**src/design/vic_regs.svh**
```systemverilog
// constants for the vectored interrupt controller: vector numbers, line map,
// priority field layout and table geometry.
// assumes: included by its bare name from the package and the top module.
`ifndef VIC_REGS_SVH
`define VIC_REGS_SVH

// ----------------------------------------
// geometry
// ----------------------------------------
`define VIC_NUM_LINES 32
`define VIC_LINE_W 5
`define VIC_NUM_LEVELS 4
`define VIC_PRIO_W 2
`define VIC_LINES_PER_REG 4
`define VIC_NUM_PRIO_REGS 8
`define VIC_PRIO_FIELD_OFS 6
`define VIC_PRIO_BYTE_W 8
`define VIC_VEC_W 8
`define VIC_ADDR_W 32

// ----------------------------------------
// vector numbers and table
// ----------------------------------------
`define VIC_VEC_NONE 8'h00
`define VIC_VEC_NMI 8'h02
`define VIC_VEC_HARD_FAULT 8'h03
`define VIC_VEC_SUPERVISOR_CALL 8'h0B
`define VIC_VEC_PENDABLE_SERVICE 8'h0E
`define VIC_VEC_CORE_TICK 8'h0F
`define VIC_PERIPH_BASE 8'h10
`define VIC_TABLE_BASE 32'h0000_0000
`define VIC_ENTRY_SHIFT 2

// ----------------------------------------
// peripheral line assignment
// ----------------------------------------
`define VIC_LINE_DMA0 0
`define VIC_LINE_FLASH 5
`define VIC_LINE_POWER 6
`define VIC_LINE_WAKEUP 7
`define VIC_LINE_I2C0 8
`define VIC_LINE_SPI0 10
`define VIC_LINE_UART0 12
`define VIC_LINE_ADC 15
`define VIC_LINE_CMP 16
`define VIC_LINE_TIMER0 17
`define VIC_LINE_RTC_ALARM 20
`define VIC_LINE_RTC_SECONDS 21
`define VIC_LINE_PERIODIC 22
`define VIC_LINE_CLKGEN 27
`define VIC_LINE_LPTIMER 28
`define VIC_LINE_PORT_A 30
`define VIC_LINE_PORT_D 31
`define VIC_NUM_DMA 4
`define VIC_NUM_I2C 2
`define VIC_NUM_SPI 2
`define VIC_NUM_UART 3
`define VIC_NUM_TIMER 3
`define VIC_NUM_PERIODIC_CH 2

`endif

```
**src/design/vic_pkg.sv**
```systemverilog
// types for the vectored interrupt controller.
// assumes: vic_regs.svh on the include path.
`include "vic_regs.svh"

package vic_pkg;

	// ----------------------------------------
	// delivery state machine
	// ----------------------------------------
	typedef enum logic [2:0] {
		ST_IDLE = 3'b001,
		ST_PRESENT = 3'b010,
		ST_ACTIVE = 3'b100
	} vic_state_e;

	// ----------------------------------------
	// peripheral request sources
	// ----------------------------------------
	typedef struct packed {
		logic [`VIC_NUM_DMA-1:0] dma_done_err;
		logic flash_cmd_done;
		logic flash_read_collision;
		logic power_low_volt_detect;
		logic power_low_volt_warn;
		logic wakeup;
		logic [`VIC_NUM_I2C-1:0] i2c;
		logic [`VIC_NUM_SPI-1:0] spi;
		logic [`VIC_NUM_UART-1:0] uart;
		logic analog_converter;
		logic comparator;
		logic [`VIC_NUM_TIMER-1:0] timer_modules;
		logic rtc_alarm;
		logic rtc_seconds;
		logic [`VIC_NUM_PERIODIC_CH-1:0] periodic_timer;
		logic clock_generator;
		logic low_power_timer;
		logic port_a_detect;
		logic port_d_detect;
	} periph_src_s;

	// ----------------------------------------
	// core exception requests
	// ----------------------------------------
	typedef struct packed {
		logic hard_fault;
		logic supervisor_call;
		logic pendable_service_request;
		logic core_tick_timer;
	} core_exc_s;

	typedef logic [`VIC_NUM_PRIO_REGS-1:0][31:0] prio_regs_t;
	typedef logic [`VIC_NUM_LINES-1:0][`VIC_PRIO_W-1:0] prio_fields_t;

endpackage : vic_pkg

```
**src/design/vic_priority_arbiter.sv**
```systemverilog
// priority arbiter: picks the pending line of most urgent level.
// assumes: purely combinational, fed from registered pending and fields.
`include "vic_regs.svh"

module vic_priority_arbiter
	import vic_pkg::*;
(
	input wire logic [`VIC_NUM_LINES-1:0] i_pending,
	input wire prio_fields_t i_fields,
	output logic o_found,
	output logic [`VIC_LINE_W-1:0] o_line,
	output logic [`VIC_PRIO_W-1:0] o_level
);

	// ----------------------------------------
	// level 0 is most urgent; lowest line wins a tie
	// ----------------------------------------
	always_comb begin
		o_found = 1'b0;
		o_line = '0;
		o_level = '0;
		for (int lvl = 0; lvl < `VIC_NUM_LEVELS; lvl++) begin // [RQ1]
			for (int i = 0; i < `VIC_NUM_LINES; i++) begin
				if (!o_found && i_pending[i] && i_fields[i] == lvl[`VIC_PRIO_W-1:0]) begin
					o_found = 1'b1;
					o_line = i[`VIC_LINE_W-1:0];
					o_level = lvl[`VIC_PRIO_W-1:0];
				end
			end
		end
	end

endmodule : vic_priority_arbiter

```
**src/design/vectored_interrupt_controller.sv**
```systemverilog
// vectored interrupt controller: maps sources to lines, arbitrates by
// priority and presents one vector at a time to the core.
// assumes: all inputs synchronous to i_clk; the core acknowledges a
// presented vector with i_ack and ends service with i_exc_return.
`include "vic_regs.svh"

// What this block does
// RQ1: exactly four priority levels arbitrate peripheral lines
// RQ2: each priority field is two bits wide
// RQ3: nmi request comes from active-low pin
// RQ4: software must mux pin to nmi function
// RQ5: serviced vector number is recorded for stacking
// RQ6: line index equals vector number minus sixteen
// RQ7: priority register chosen by line divided four
// RQ8: fixed core exception vectors 2,3,11,14,15
// RQ9: dma channels drive lines 0 to 3
// RQ10: flash shares line 5; line 4 empty
// RQ11: power line 6, wakeup unit line 7
// RQ12: i2c 8-9, spi 10-11, uart 12-14
// RQ13: rtc lines 20-21, periodic timer line 22
// RQ14: port a line 30, port d line 31
// RQ15: table entry at four times vector number
// RQ16: adc 15, cmp 16, timers 17-19, 27, 28
// RQ17: thirty-two peripheral request lines accepted
// RQ18: field at byte top, bit 8*(idx%4)+6
module vectored_interrupt_controller
	import vic_pkg::*;
(
	input wire logic i_clk,
	input wire logic i_sys_rst,
	input wire logic i_clk_en,
	input wire periph_src_s i_src,
	input wire core_exc_s i_core_exc,
	input wire logic i_nmi_pin_n,
	input wire logic i_nmi_pin_sel,
	input wire logic [`VIC_NUM_LINES-1:0] i_line_enable,
	input wire prio_regs_t i_priority_registers,
	input wire logic i_ack,
	input wire logic i_exc_return,
	output logic o_req,
	output logic [`VIC_VEC_W-1:0] o_vector,
	output logic [`VIC_ADDR_W-1:0] o_vector_addr,
	output logic [`VIC_VEC_W-1:0] o_stacked_vector,
	output logic [`VIC_PRIO_W-1:0] o_level,
	output logic [`VIC_NUM_LINES-1:0] o_pending
);

	// ----------------------------------------
	// declarations
	// ----------------------------------------
	vic_state_e state_reg;
	vic_state_e state_next;
	logic [`VIC_NUM_LINES-1:0] lines;
	logic nmi_reg;
	prio_fields_t fields;
	logic arb_found;
	logic [`VIC_LINE_W-1:0] arb_line;
	logic [`VIC_PRIO_W-1:0] arb_level;
	logic [`VIC_VEC_W-1:0] vector_next;
	logic any_next;

	// ----------------------------------------
	// source to line map
	// ----------------------------------------
	// unused lines are tied low so they can never win arbitration
	always_comb begin
		lines = '0;
		lines[`VIC_LINE_DMA0 +: `VIC_NUM_DMA] = i_src.dma_done_err; // [RQ9]
		lines[`VIC_LINE_FLASH] = i_src.flash_cmd_done | i_src.flash_read_collision; // [RQ10]
		lines[`VIC_LINE_POWER] = i_src.power_low_volt_detect | i_src.power_low_volt_warn; // [RQ11]
		lines[`VIC_LINE_WAKEUP] = i_src.wakeup; // [RQ11]
		lines[`VIC_LINE_I2C0 +: `VIC_NUM_I2C] = i_src.i2c; // [RQ12]
		lines[`VIC_LINE_SPI0 +: `VIC_NUM_SPI] = i_src.spi; // [RQ12]
		lines[`VIC_LINE_UART0 +: `VIC_NUM_UART] = i_src.uart; // [RQ12]
		lines[`VIC_LINE_ADC] = i_src.analog_converter; // [RQ16]
		lines[`VIC_LINE_CMP] = i_src.comparator; // [RQ16]
		lines[`VIC_LINE_TIMER0 +: `VIC_NUM_TIMER] = i_src.timer_modules; // [RQ16]
		lines[`VIC_LINE_RTC_ALARM] = i_src.rtc_alarm; // [RQ13]
		lines[`VIC_LINE_RTC_SECONDS] = i_src.rtc_seconds; // [RQ13]
		lines[`VIC_LINE_PERIODIC] = |i_src.periodic_timer; // [RQ13]
		lines[`VIC_LINE_CLKGEN] = i_src.clock_generator; // [RQ16]
		lines[`VIC_LINE_LPTIMER] = i_src.low_power_timer; // [RQ16]
		lines[`VIC_LINE_PORT_A] = i_src.port_a_detect; // [RQ14]
		lines[`VIC_LINE_PORT_D] = i_src.port_d_detect; // [RQ14]
	end

	// ----------------------------------------
	// pending capture, all 32 lines gated by enable
	// ----------------------------------------
	always_ff @(posedge i_clk) begin
		if (i_sys_rst) begin
			o_pending <= '0;
		end else if (i_clk_en) begin
			o_pending <= lines & i_line_enable; // [RQ17]
		end
	end

	// ----------------------------------------
	// nmi from the low pin, only when muxed to that function
	// ----------------------------------------
	// no pin filter here: the pad logic is assumed to deglitch
	always_ff @(posedge i_clk) begin
		if (i_sys_rst) begin
			nmi_reg <= 1'b0;
		end else if (i_clk_en) begin
			nmi_reg <= ~i_nmi_pin_n & i_nmi_pin_sel; // [RQ3] [RQ4]
		end
	end

	// ----------------------------------------
	// field extraction: register idx/4, offset 8*(idx%4)+6
	// ----------------------------------------
	genvar g;
	generate
		for (g = 0; g < `VIC_NUM_LINES; g++) begin : g_field
			assign fields[g] = i_priority_registers[g / `VIC_LINES_PER_REG] // [RQ7]
				[`VIC_PRIO_BYTE_W * (g % `VIC_LINES_PER_REG) + `VIC_PRIO_FIELD_OFS +: `VIC_PRIO_W]; // [RQ18] [RQ2]
		end
	endgenerate

	vic_priority_arbiter u_arbiter (
		.i_pending(o_pending),
		.i_fields(fields),
		.o_found(arb_found),
		.o_line(arb_line),
		.o_level(arb_level)
	);

	// ----------------------------------------
	// vector selection: core exceptions ahead of peripherals
	// ----------------------------------------
	always_comb begin
		any_next = 1'b1;
		if (nmi_reg) begin
			vector_next = `VIC_VEC_NMI; // [RQ8]
		end else if (i_core_exc.hard_fault) begin
			vector_next = `VIC_VEC_HARD_FAULT; // [RQ8]
		end else if (i_core_exc.supervisor_call) begin
			vector_next = `VIC_VEC_SUPERVISOR_CALL; // [RQ8]
		end else if (i_core_exc.pendable_service_request) begin
			vector_next = `VIC_VEC_PENDABLE_SERVICE; // [RQ8]
		end else if (i_core_exc.core_tick_timer) begin
			vector_next = `VIC_VEC_CORE_TICK; // [RQ8]
		end else if (arb_found) begin
			vector_next = `VIC_PERIPH_BASE + {3'h0, arb_line}; // [RQ6]
		end else begin
			vector_next = `VIC_VEC_NONE;
			any_next = 1'b0;
		end
	end

	// ----------------------------------------
	// delivery state machine
	// ----------------------------------------
	// one exception at a time; nesting is left to the core
	always_comb begin
		state_next = state_reg;
		case (state_reg)
			ST_IDLE: begin
				if (any_next) begin
					state_next = ST_PRESENT;
				end
			end
			ST_PRESENT: begin
				if (i_ack) begin
					state_next = ST_ACTIVE;
				end
			end
			ST_ACTIVE: begin
				if (i_exc_return) begin
					state_next = ST_IDLE;
				end
			end
			default: begin
				state_next = ST_IDLE;
			end
		endcase
	end

	always_ff @(posedge i_clk) begin
		if (i_sys_rst) begin
			state_reg <= ST_IDLE;
		end else if (i_clk_en) begin
			state_reg <= state_next;
		end
	end

	// request line mirrors the presenting state, registered
	always_ff @(posedge i_clk) begin
		if (i_sys_rst) begin
			o_req <= 1'b0;
		end else if (i_clk_en) begin
			o_req <= (state_next == ST_PRESENT);
		end
	end

	// ----------------------------------------
	// presented vector, level and table address
	// ----------------------------------------
	// vector is frozen while presented so the ack sees a stable value
	always_ff @(posedge i_clk) begin
		if (i_sys_rst) begin
			o_vector <= `VIC_VEC_NONE;
			o_level <= '0;
			o_vector_addr <= `VIC_TABLE_BASE;
		end else if (i_clk_en && state_reg == ST_IDLE && any_next) begin
			o_vector <= vector_next;
			o_level <= arb_level;
			o_vector_addr <= `VIC_TABLE_BASE + ({24'h0, vector_next} << `VIC_ENTRY_SHIFT); // [RQ15]
		end
	end

	// ----------------------------------------
	// stacked vector number, taken on acknowledge
	// ----------------------------------------
	always_ff @(posedge i_clk) begin
		if (i_sys_rst) begin
			o_stacked_vector <= `VIC_VEC_NONE;
		end else if (i_clk_en && state_reg == ST_PRESENT && i_ack) begin
			o_stacked_vector <= o_vector; // [RQ5]
		end
	end

	// ----------------------------------------
	// checks
	// ----------------------------------------
	a_nmi_from_pin: assert property (@(posedge i_clk) disable iff (i_sys_rst) // [RQ3]
		i_clk_en && !i_nmi_pin_n && i_nmi_pin_sel |=> nmi_reg)
		else $error("nmi pin low and selected did not raise request");

	a_nmi_needs_mux: assert property (@(posedge i_clk) disable iff (i_sys_rst) // [RQ4]
		i_clk_en && !i_nmi_pin_sel |=> !nmi_reg)
		else $error("nmi raised without pin function selected");

	a_stack_records_vec: assert property (@(posedge i_clk) disable iff (i_sys_rst) // [RQ5]
		i_clk_en && state_reg == ST_PRESENT && i_ack |=> o_stacked_vector == $past(o_vector))
		else $error("stacked vector differs from presented vector");

	a_addr_vec_x4: assert property (@(posedge i_clk) disable iff (i_sys_rst) // [RQ15]
		o_vector_addr == (`VIC_TABLE_BASE + {22'h0, o_vector, 2'b00}))
		else $error("table address not four times vector");

	a_periph_vec_map: assert property (@(posedge i_clk) disable iff (i_sys_rst) // [RQ6]
		i_clk_en && state_reg == ST_IDLE && any_next && !nmi_reg && i_core_exc == '0
		|=> o_vector == `VIC_PERIPH_BASE + {3'h0, $past(arb_line)})
		else $error("peripheral vector is not line plus sixteen");

	a_nmi_vector_two: assert property (@(posedge i_clk) disable iff (i_sys_rst) // [RQ8]
		i_clk_en && state_reg == ST_IDLE && nmi_reg |=> o_vector == `VIC_VEC_NMI ##0 o_req)
		else $error("nmi not presented at vector two");

	a_level_is_best: assert property (@(posedge i_clk) disable iff (i_sys_rst) // [RQ1]
		arb_found |-> fields[arb_line] == arb_level && o_pending[arb_line])
		else $error("winning line level or pending mismatch");

	a_field_position: assert property (@(posedge i_clk) disable iff (i_sys_rst) // [RQ18]
		fields[`VIC_LINE_SPI0] == i_priority_registers[2][23:22])
		else $error("priority field of line ten misplaced");

	a_line4_silent: assert property (@(posedge i_clk) disable iff (i_sys_rst) // [RQ10]
		!o_pending[4] && !o_pending[23] && !o_pending[29])
		else $error("unassigned line shows pending");

	a_req_holds_ack: assert property (@(posedge i_clk) disable iff (i_sys_rst)
		o_req && !i_ack |=> o_req && $stable(o_vector))
		else $error("request dropped or vector moved before ack");

	// a low enable must leave capture and delivery exactly where they were
	a_clk_en_freeze: assert property (@(posedge i_clk) disable iff (i_sys_rst)
		!i_clk_en |=> $stable(o_req) && $stable(o_vector) && $stable(o_pending)
			&& $stable(o_stacked_vector) && $stable(state_reg))
		else $error("state moved while clock enable low");

	// no pending line may be more urgent than the winner; a tie goes to the lower line
	for (genvar c = 0; c < `VIC_NUM_LINES; c++) begin : g_arb_check
		a_winner_most_urgent: assert property (@(posedge i_clk) disable iff (i_sys_rst) // [RQ1]
			arb_found && o_pending[c]
			|-> fields[c] > arb_level || (fields[c] == arb_level && c >= {27'h0, arb_line}))
			else $error("a more urgent pending line lost arbitration");
	end

	a_found_if_pending: assert property (@(posedge i_clk) disable iff (i_sys_rst) // [RQ1]
		|o_pending |-> arb_found)
		else $error("pending line found no winner");

	a_stacked_holds: assert property (@(posedge i_clk) disable iff (i_sys_rst) // [RQ5]
		!(i_clk_en && o_req && i_ack) |=> $stable(o_stacked_vector))
		else $error("stacked vector changed without acknowledge");

	a_ack_drops_req: assert property (@(posedge i_clk) disable iff (i_sys_rst)
		i_clk_en && o_req && i_ack |=> !o_req)
		else $error("request stayed up after acknowledge");

	a_hard_fault_vec: assert property (@(posedge i_clk) disable iff (i_sys_rst) // [RQ8]
		i_clk_en && state_reg == ST_IDLE && !nmi_reg && i_core_exc.hard_fault |=> o_vector == `VIC_VEC_HARD_FAULT)
		else $error("hard fault not presented at vector three");

	a_no_reserved_vec: assert property (@(posedge i_clk) disable iff (i_sys_rst) // [RQ8]
		o_vector != 8'h01 && !(o_vector >= 8'h04 && o_vector <= 8'h0A) && o_vector != 8'h0C && o_vector != 8'h0D)
		else $error("reserved core vector presented");

	a_return_to_idle: assert property (@(posedge i_clk) disable iff (i_sys_rst)
		i_clk_en && state_reg == ST_ACTIVE && i_exc_return |=> state_reg == ST_IDLE && !o_req)
		else $error("service end did not return to idle");

	a_state_onehot: assert property (@(posedge i_clk) disable iff (i_sys_rst)
		$onehot(state_reg))
		else $error("delivery state not one-hot");

	a_pending_follows: assert property (@(posedge i_clk) disable iff (i_sys_rst) // [RQ17]
		i_clk_en |=> o_pending == $past(lines & i_line_enable))
		else $error("pending does not follow enabled lines");

endmodule : vectored_interrupt_controller

```
**config.mk**
```make
export PLATFORM = sky130hd
export DESIGN_NAME = vectored_interrupt_controller
export DESIGN_NICKNAME = d
export VERILOG_FILES = /design/src/design/vic_pkg.sv /design/src/design/vic_priority_arbiter.sv /design/src/design/vectored_interrupt_controller.sv
export VERILOG_INCLUDE_DIRS = /design/src /design/src/design
export SDC_FILE = /design/constraint.sdc
export NUM_CORES = 1
export LEC_CHECK = 0
export ABC_AREA = 1
export BUFFER_PORTS_ARGS = -buffer_cell sky130_fd_sc_hd__buf_2
export CAP_MARGIN = 20
export CORE_AREA = 2 2 160 162
export CTS_CLUSTER_DIAMETER = 60
export DETAILED_ROUTE_END_ITERATION = 10
export DIE_AREA = 0 0 162 164
export SLEW_MARGIN = 5
export SYNTH_ARGS = -nofsm -noshare
export SYNTH_HDL_FRONTEND = slang
export SYNTH_SLANG_ARGS = --single-unit
```
**constraint.sdc**
```tcl
create_clock -name i_clk -period 9.5 [get_ports i_clk]
set_input_delay 0.475 -clock i_clk [delete_from_list [all_inputs] [get_ports i_clk]]
set_output_delay 0.475 -clock i_clk [all_outputs]
set_load 0.05 [all_outputs]
```
## Word-level counts from Yosys, hierarchy flattened

Index checks and enable logic that the tools add are counted.

| word-level totals | value |
|---|---|
| bits in registers | 55 |
| output and inout port bits | 83 |
| logic and storage cells | 899 |

| cells by class | value |
|---|---|
| $add $sub $neg | 1 |
| equal/unequal tests | 100 |
| multiplexer cells | 367 |
| bitwise operators | 5 |
| reduce and logical (&&, ||, !) cells | 419 |

Operators with widths:

| operator | count |
|---|---|
| two-way mux 5 bit | 126 |
| logical AND 1 bit | 259 |
| two-way mux 1 bit | 167 |
| == test 2 bit, second input constant | 64 |
| two-way mux 2 bit | 64 |
| logical NOT 1 bit | 127 |
| == test 2 x 1 -> 1 bit, second input constant | 32 |
| logical NOT 2 bit | 32 |
| two-way mux 6 bit | 6 |
| bitwise AND 32 bit | 1 |
| two-way mux 3 bit | 3 |
| case mux 3 bit (3 select lines) | 1 |
| adder 5 x 5 -> 6 bit, first input constant | 1 |
| == test 3 x 2 -> 1 bit, second input constant | 2 |
| == test 3 x 1 -> 1 bit, second input constant | 1 |
| == test 3 bit, second input constant | 1 |
| bitwise OR 1 bit | 2 |
| OR reduction 2 bit | 1 |
| bitwise AND 1 bit | 1 |
| NOT 1 bit | 1 |

## Longest topological paths before layout

| depth | value |
|---|---|
| word-level depth | 520 |
| gate-level depth with buffers | 60 |

## By module

Synthesis repeated with hierarchy kept, for this count alone.

| second synthesis, totals | value |
|---|---|
| cell total of the unflattened synthesis | 971 |
| area, all modules | 5803.1 sq um |

By module, submodules not included:

| module | instances | cells each | area each (sq um) | seq. area each (sq um) |
|---|---|---|---|---|
| vic_priority_arbiter | 1 | 683 | 3677.3 | 0.0 |
| vectored_interrupt_controller | 1 | 288 | 2125.8 | 900.9 |

## Worst setup path before layout

No wires, ideal clock.

| timing | value |
|---|---|
| path kind | flip-flop to flip-flop |
| from | register o_pending[1] |
| to | register o_vector[2] |
| library setup time | 0.128 ns |
| data arrival time | 6.694 ns |
| required time | 9.372 ns |
| path slack | 2.679 ns |
| stages on the path, launching flop included | 59 |
| buffers on the path | 0 |
| cell sequence | dfxtp_1 nand3_1 nand2_1 nor2_2 nand4_2 nor2_2 nand4_2 nor2_2 nand4_2 nor2_2 nand4_2 nor2_2 nand4_1 nor2_2 nand4_2 nor2_2 nand4_2 nor2_2 [... 23 more ...] nor2_1 nand4_1 nor2_2 nand4_2 nor2_2 nand4_2 nor2_2 nand4_1 nor2_2 nand4_2 nor2_2 nand4_1 nand2_1 nand2_1 nand2_1 nor2_1 nor2_1 nor2_1 |

RTL lines:

| item | line | text |
|---|---|---|
| start: declaration | vectored_interrupt_controller.sv:45 | `` output logic [`VIC_NUM_LINES-1:0] o_pending `` |
| start signal: assignment | vectored_interrupt_controller.sv:94 | `o_pending <= lines & i_line_enable;` |
| end signal: assignment | vectored_interrupt_controller.sv:203 | `` o_vector <= `VIC_VEC_NONE; `` |
| end signal: assignment | vectored_interrupt_controller.sv:207 | `o_vector <= vector_next;` |
| end: declaration | vectored_interrupt_controller.sv:41 | `` output logic [`VIC_VEC_W-1:0] o_vector, `` |

==> results_dict.tcl <==
set metrics [dict create \
    viasPerCell 4.442 \
    crit_type "reg -> reg" \
    grt_pass1_wl_mm 29.59 \
    synthTopCellsByCount "inv_1, nor2_1, nor3_1, nand2_1, a21oi_1" \
    synth_top_area_share_pct 18.59 \
    nNetsFinal 1273 \
    synthArstFlopShare_pct 0 \
    arrival_ps 8480 \
    initial_core_util_pct 19.53 \
    critPathRequiredTime_ps 9710 \
    critPathMaxFanout 8 \
    rsz0062_at_grt "false" \
    cts-resized-gates 0 \
    grt_overflow 0 \
    synth-seq-area-share_pct 18.59 \
    drt-met1-wl_mm 9.739 \
    ant_nets 0 \
    clk_transition_reported_paths_ps 70 \
    first_pass_iters 6 \
    max_freq_ghz 0.1208 \
    ff2ff_setup_slack_ps 1220 \
    cts_buffers 5 \
    htree_levels 2 \
    crit_path_top_delay_cell "dfxtp_1" \
    tns_ps 0 \
    reg.largest.list "o_pending (26), o_stacked_vector (6), o_vector (6)" \
    ys_warn_count 0 \
    slew_violations 0 \
    netlist_instances 791 \
    fin_crit_sh_pct 87.11 \
    num_vias 5681 \
    drv_cap 0 \
    dr_wl_met3_mm 1.440 \
    fp.dieW_um 162 \
    drtIter0Drc 444 \
    die-area_um2 26570 \
    synth_area_leaders "dfxtp_1, inv_1, nor2_1" \
    cts_hold_buf 0 \
    ios 411 \
    cts_tree "done" \
    met2WireLength_mm 8.281 \
    power_density_nw_per_um2 119.1 \
    antenna_found_initial 4 \
    clockBufferDepth 2 \
    finalCriticalPeriod_ps 8275 \
    cp-end-kind "register" \
    fin_cells 1279 \
    worstMarginPinSlew_ps 862.5 \
    synth_edf_count 0 \
    cts.sinks 45 \
    cp-start-kind "register" \
    syn_area_per_cell_um2 6.126 \
    synth.most_common_cell "inv_1" \
    drive_gt1_share_pct 24.21 \
    drc 0 \
    synth_ff_type "dfxtp_1" \
    synthDistinctLibCells 44 \
    insertion_delay_ps 320 \
    p_leak_nw 2.758 \
    hold_viol 0 \
    status "finished clean" \
    crit_top_cell "nor2_2" \
    place_inst 1268 \
    clock-root-buffer "clkbuf_16" \
    grt_pass1_vias 5329 \
    wl_per_cell_um 15.40 \
    top_register "o_pending" \
    cts_setup_buffers 0 \
    setup_viol 0 \
    fin_skew_ps 13.43 \
    std_cell_rows 58 \
    max_stage_delay_ps 360 \
    largest_reg_flops 26 \
    groute.usage.overall_pct 14.53 \
    top_layer "met5" \
    holdCritPathClass "in -> reg" \
    core_um2 24820 \
    synth_top_cell_by_area "dfxtp_1" \
    finalPower_uw 717.2 \
    place.gp.congestion 0.8849 \
    syn-cell-area_um2 4846 \
    die_h_um 164 \
    slew_headroom_pct 42.50 \
    grt_max_degree 39 \
    wl_mm 19.70 \
    portBuffers 164 \
    ir_drop_uv 68.16 \
    area_growth_pct 24.30 \
    ys_ff_latch 45 \
    dp_hpwl_mm 16.77 \
]
[path summary, 6_finish.rpt]
| check | from | end | cells after the start |
|---|---|---|---|
| setup / recovery | o_pending[0] | o_level[0] | 58 |
| hold / removal | i_line_enable[5] | o_pending[5] | 3 |
| setup reg to reg | o_pending[0] | o_level[0] | 58 |
| hold reg to reg | o_stacked_vector[0] | o_stacked_vector[0] | 2 |
[metrics by stage]
| step | utilization (%) | worst slack [ps] | hold slack [ps] | instance area, um^2 |
|---|---|---|---|---|
| final | 24.27 | 1225 | 433.3 | 6023 |
| after global routing | 24.26 | 89.53 | 448.3 | 6021 |
| after CTS | 24.24 | 1208 | 421.3 | 6016 |
| after detailed placement | 23.62 | 1016 | 455.9 | 5862 |
| after global placement | 23.62 | 986.1 | 448.6 | 5862 |
| after floorplan | - | 2679 | 464.2 | 4977 |
[layer usage]
layer	track usage, %	vias to the layer above
li1	-	2922
met1	20.09	2545
met2	22.50	194
met3	3.763	18
met4	3.620	2
met5	0	-
[placed cells by master, fill, tap and decap left out, drive strengths merged, types with 4 or more instances in the layout]
master | Yosys | final
a21oi | 48 | 48
nand2 | 65 | 65
inv | 164 | 167
nand3 | 44 | 44
nand3b | 4 | 4
o21ai | 25 | 25
a211oi | 26 | 26
nor3 | 65 | 65
o21bai | 6 | 6
o211ai | 4 | 4
o31ai | 4 | 4
conb | 1 | 36
a2111oi | 4 | 4
clkbuf | 10 | 5
nor2 | 142 | 142
nand4 | 54 | 54
nor4 | 8 | 8
buf | 43 | 165
and3 | 4 | 4
a41o | 4 | 4
o2111ai | 5 | 5
dfxtp | 45 | 45
[worst max-delay path, delay by kind of cell (launching register included)]
kind                   cells  cell delay [ps]
and+or+nand+nor           56             7550
DFF                        1              360
AOI/OAI and AO/OA          1              130
buffers and inverters      1               90
[area by class of cell]
class                   instances  area [um^2]
multi-input cells             564         3104
clock inverters                 3        28.78
inverters                     164        615.6
diodes                          3        7.507
flip-flops and latches         45        900.9
fillers                      2835        18800
clock buffers                   5        125.1
well taps                     330        412.9
repair buffers                165        828.3
[power by group]
group          total, mW  switching [mW]  internal (mW)
clock network      0.203           0.101          0.102
logic              0.301           0.217         0.0846
registers          0.213          0.0127          0.200
total              0.717           0.330          0.387
[cells by family (layout without fill, tap and decap cells)]
family	after synthesis	after routing	share of synthesized area (%)
and+or+nand+nor	391	391	43.02
buffers and inverters	217	337	20.06
AOI/OAI and AO/OA	137	137	18.25
DFF	45	45	18.59
other	1	39	0.07739
No activity file was read; power rests on OpenSTA's default activity.
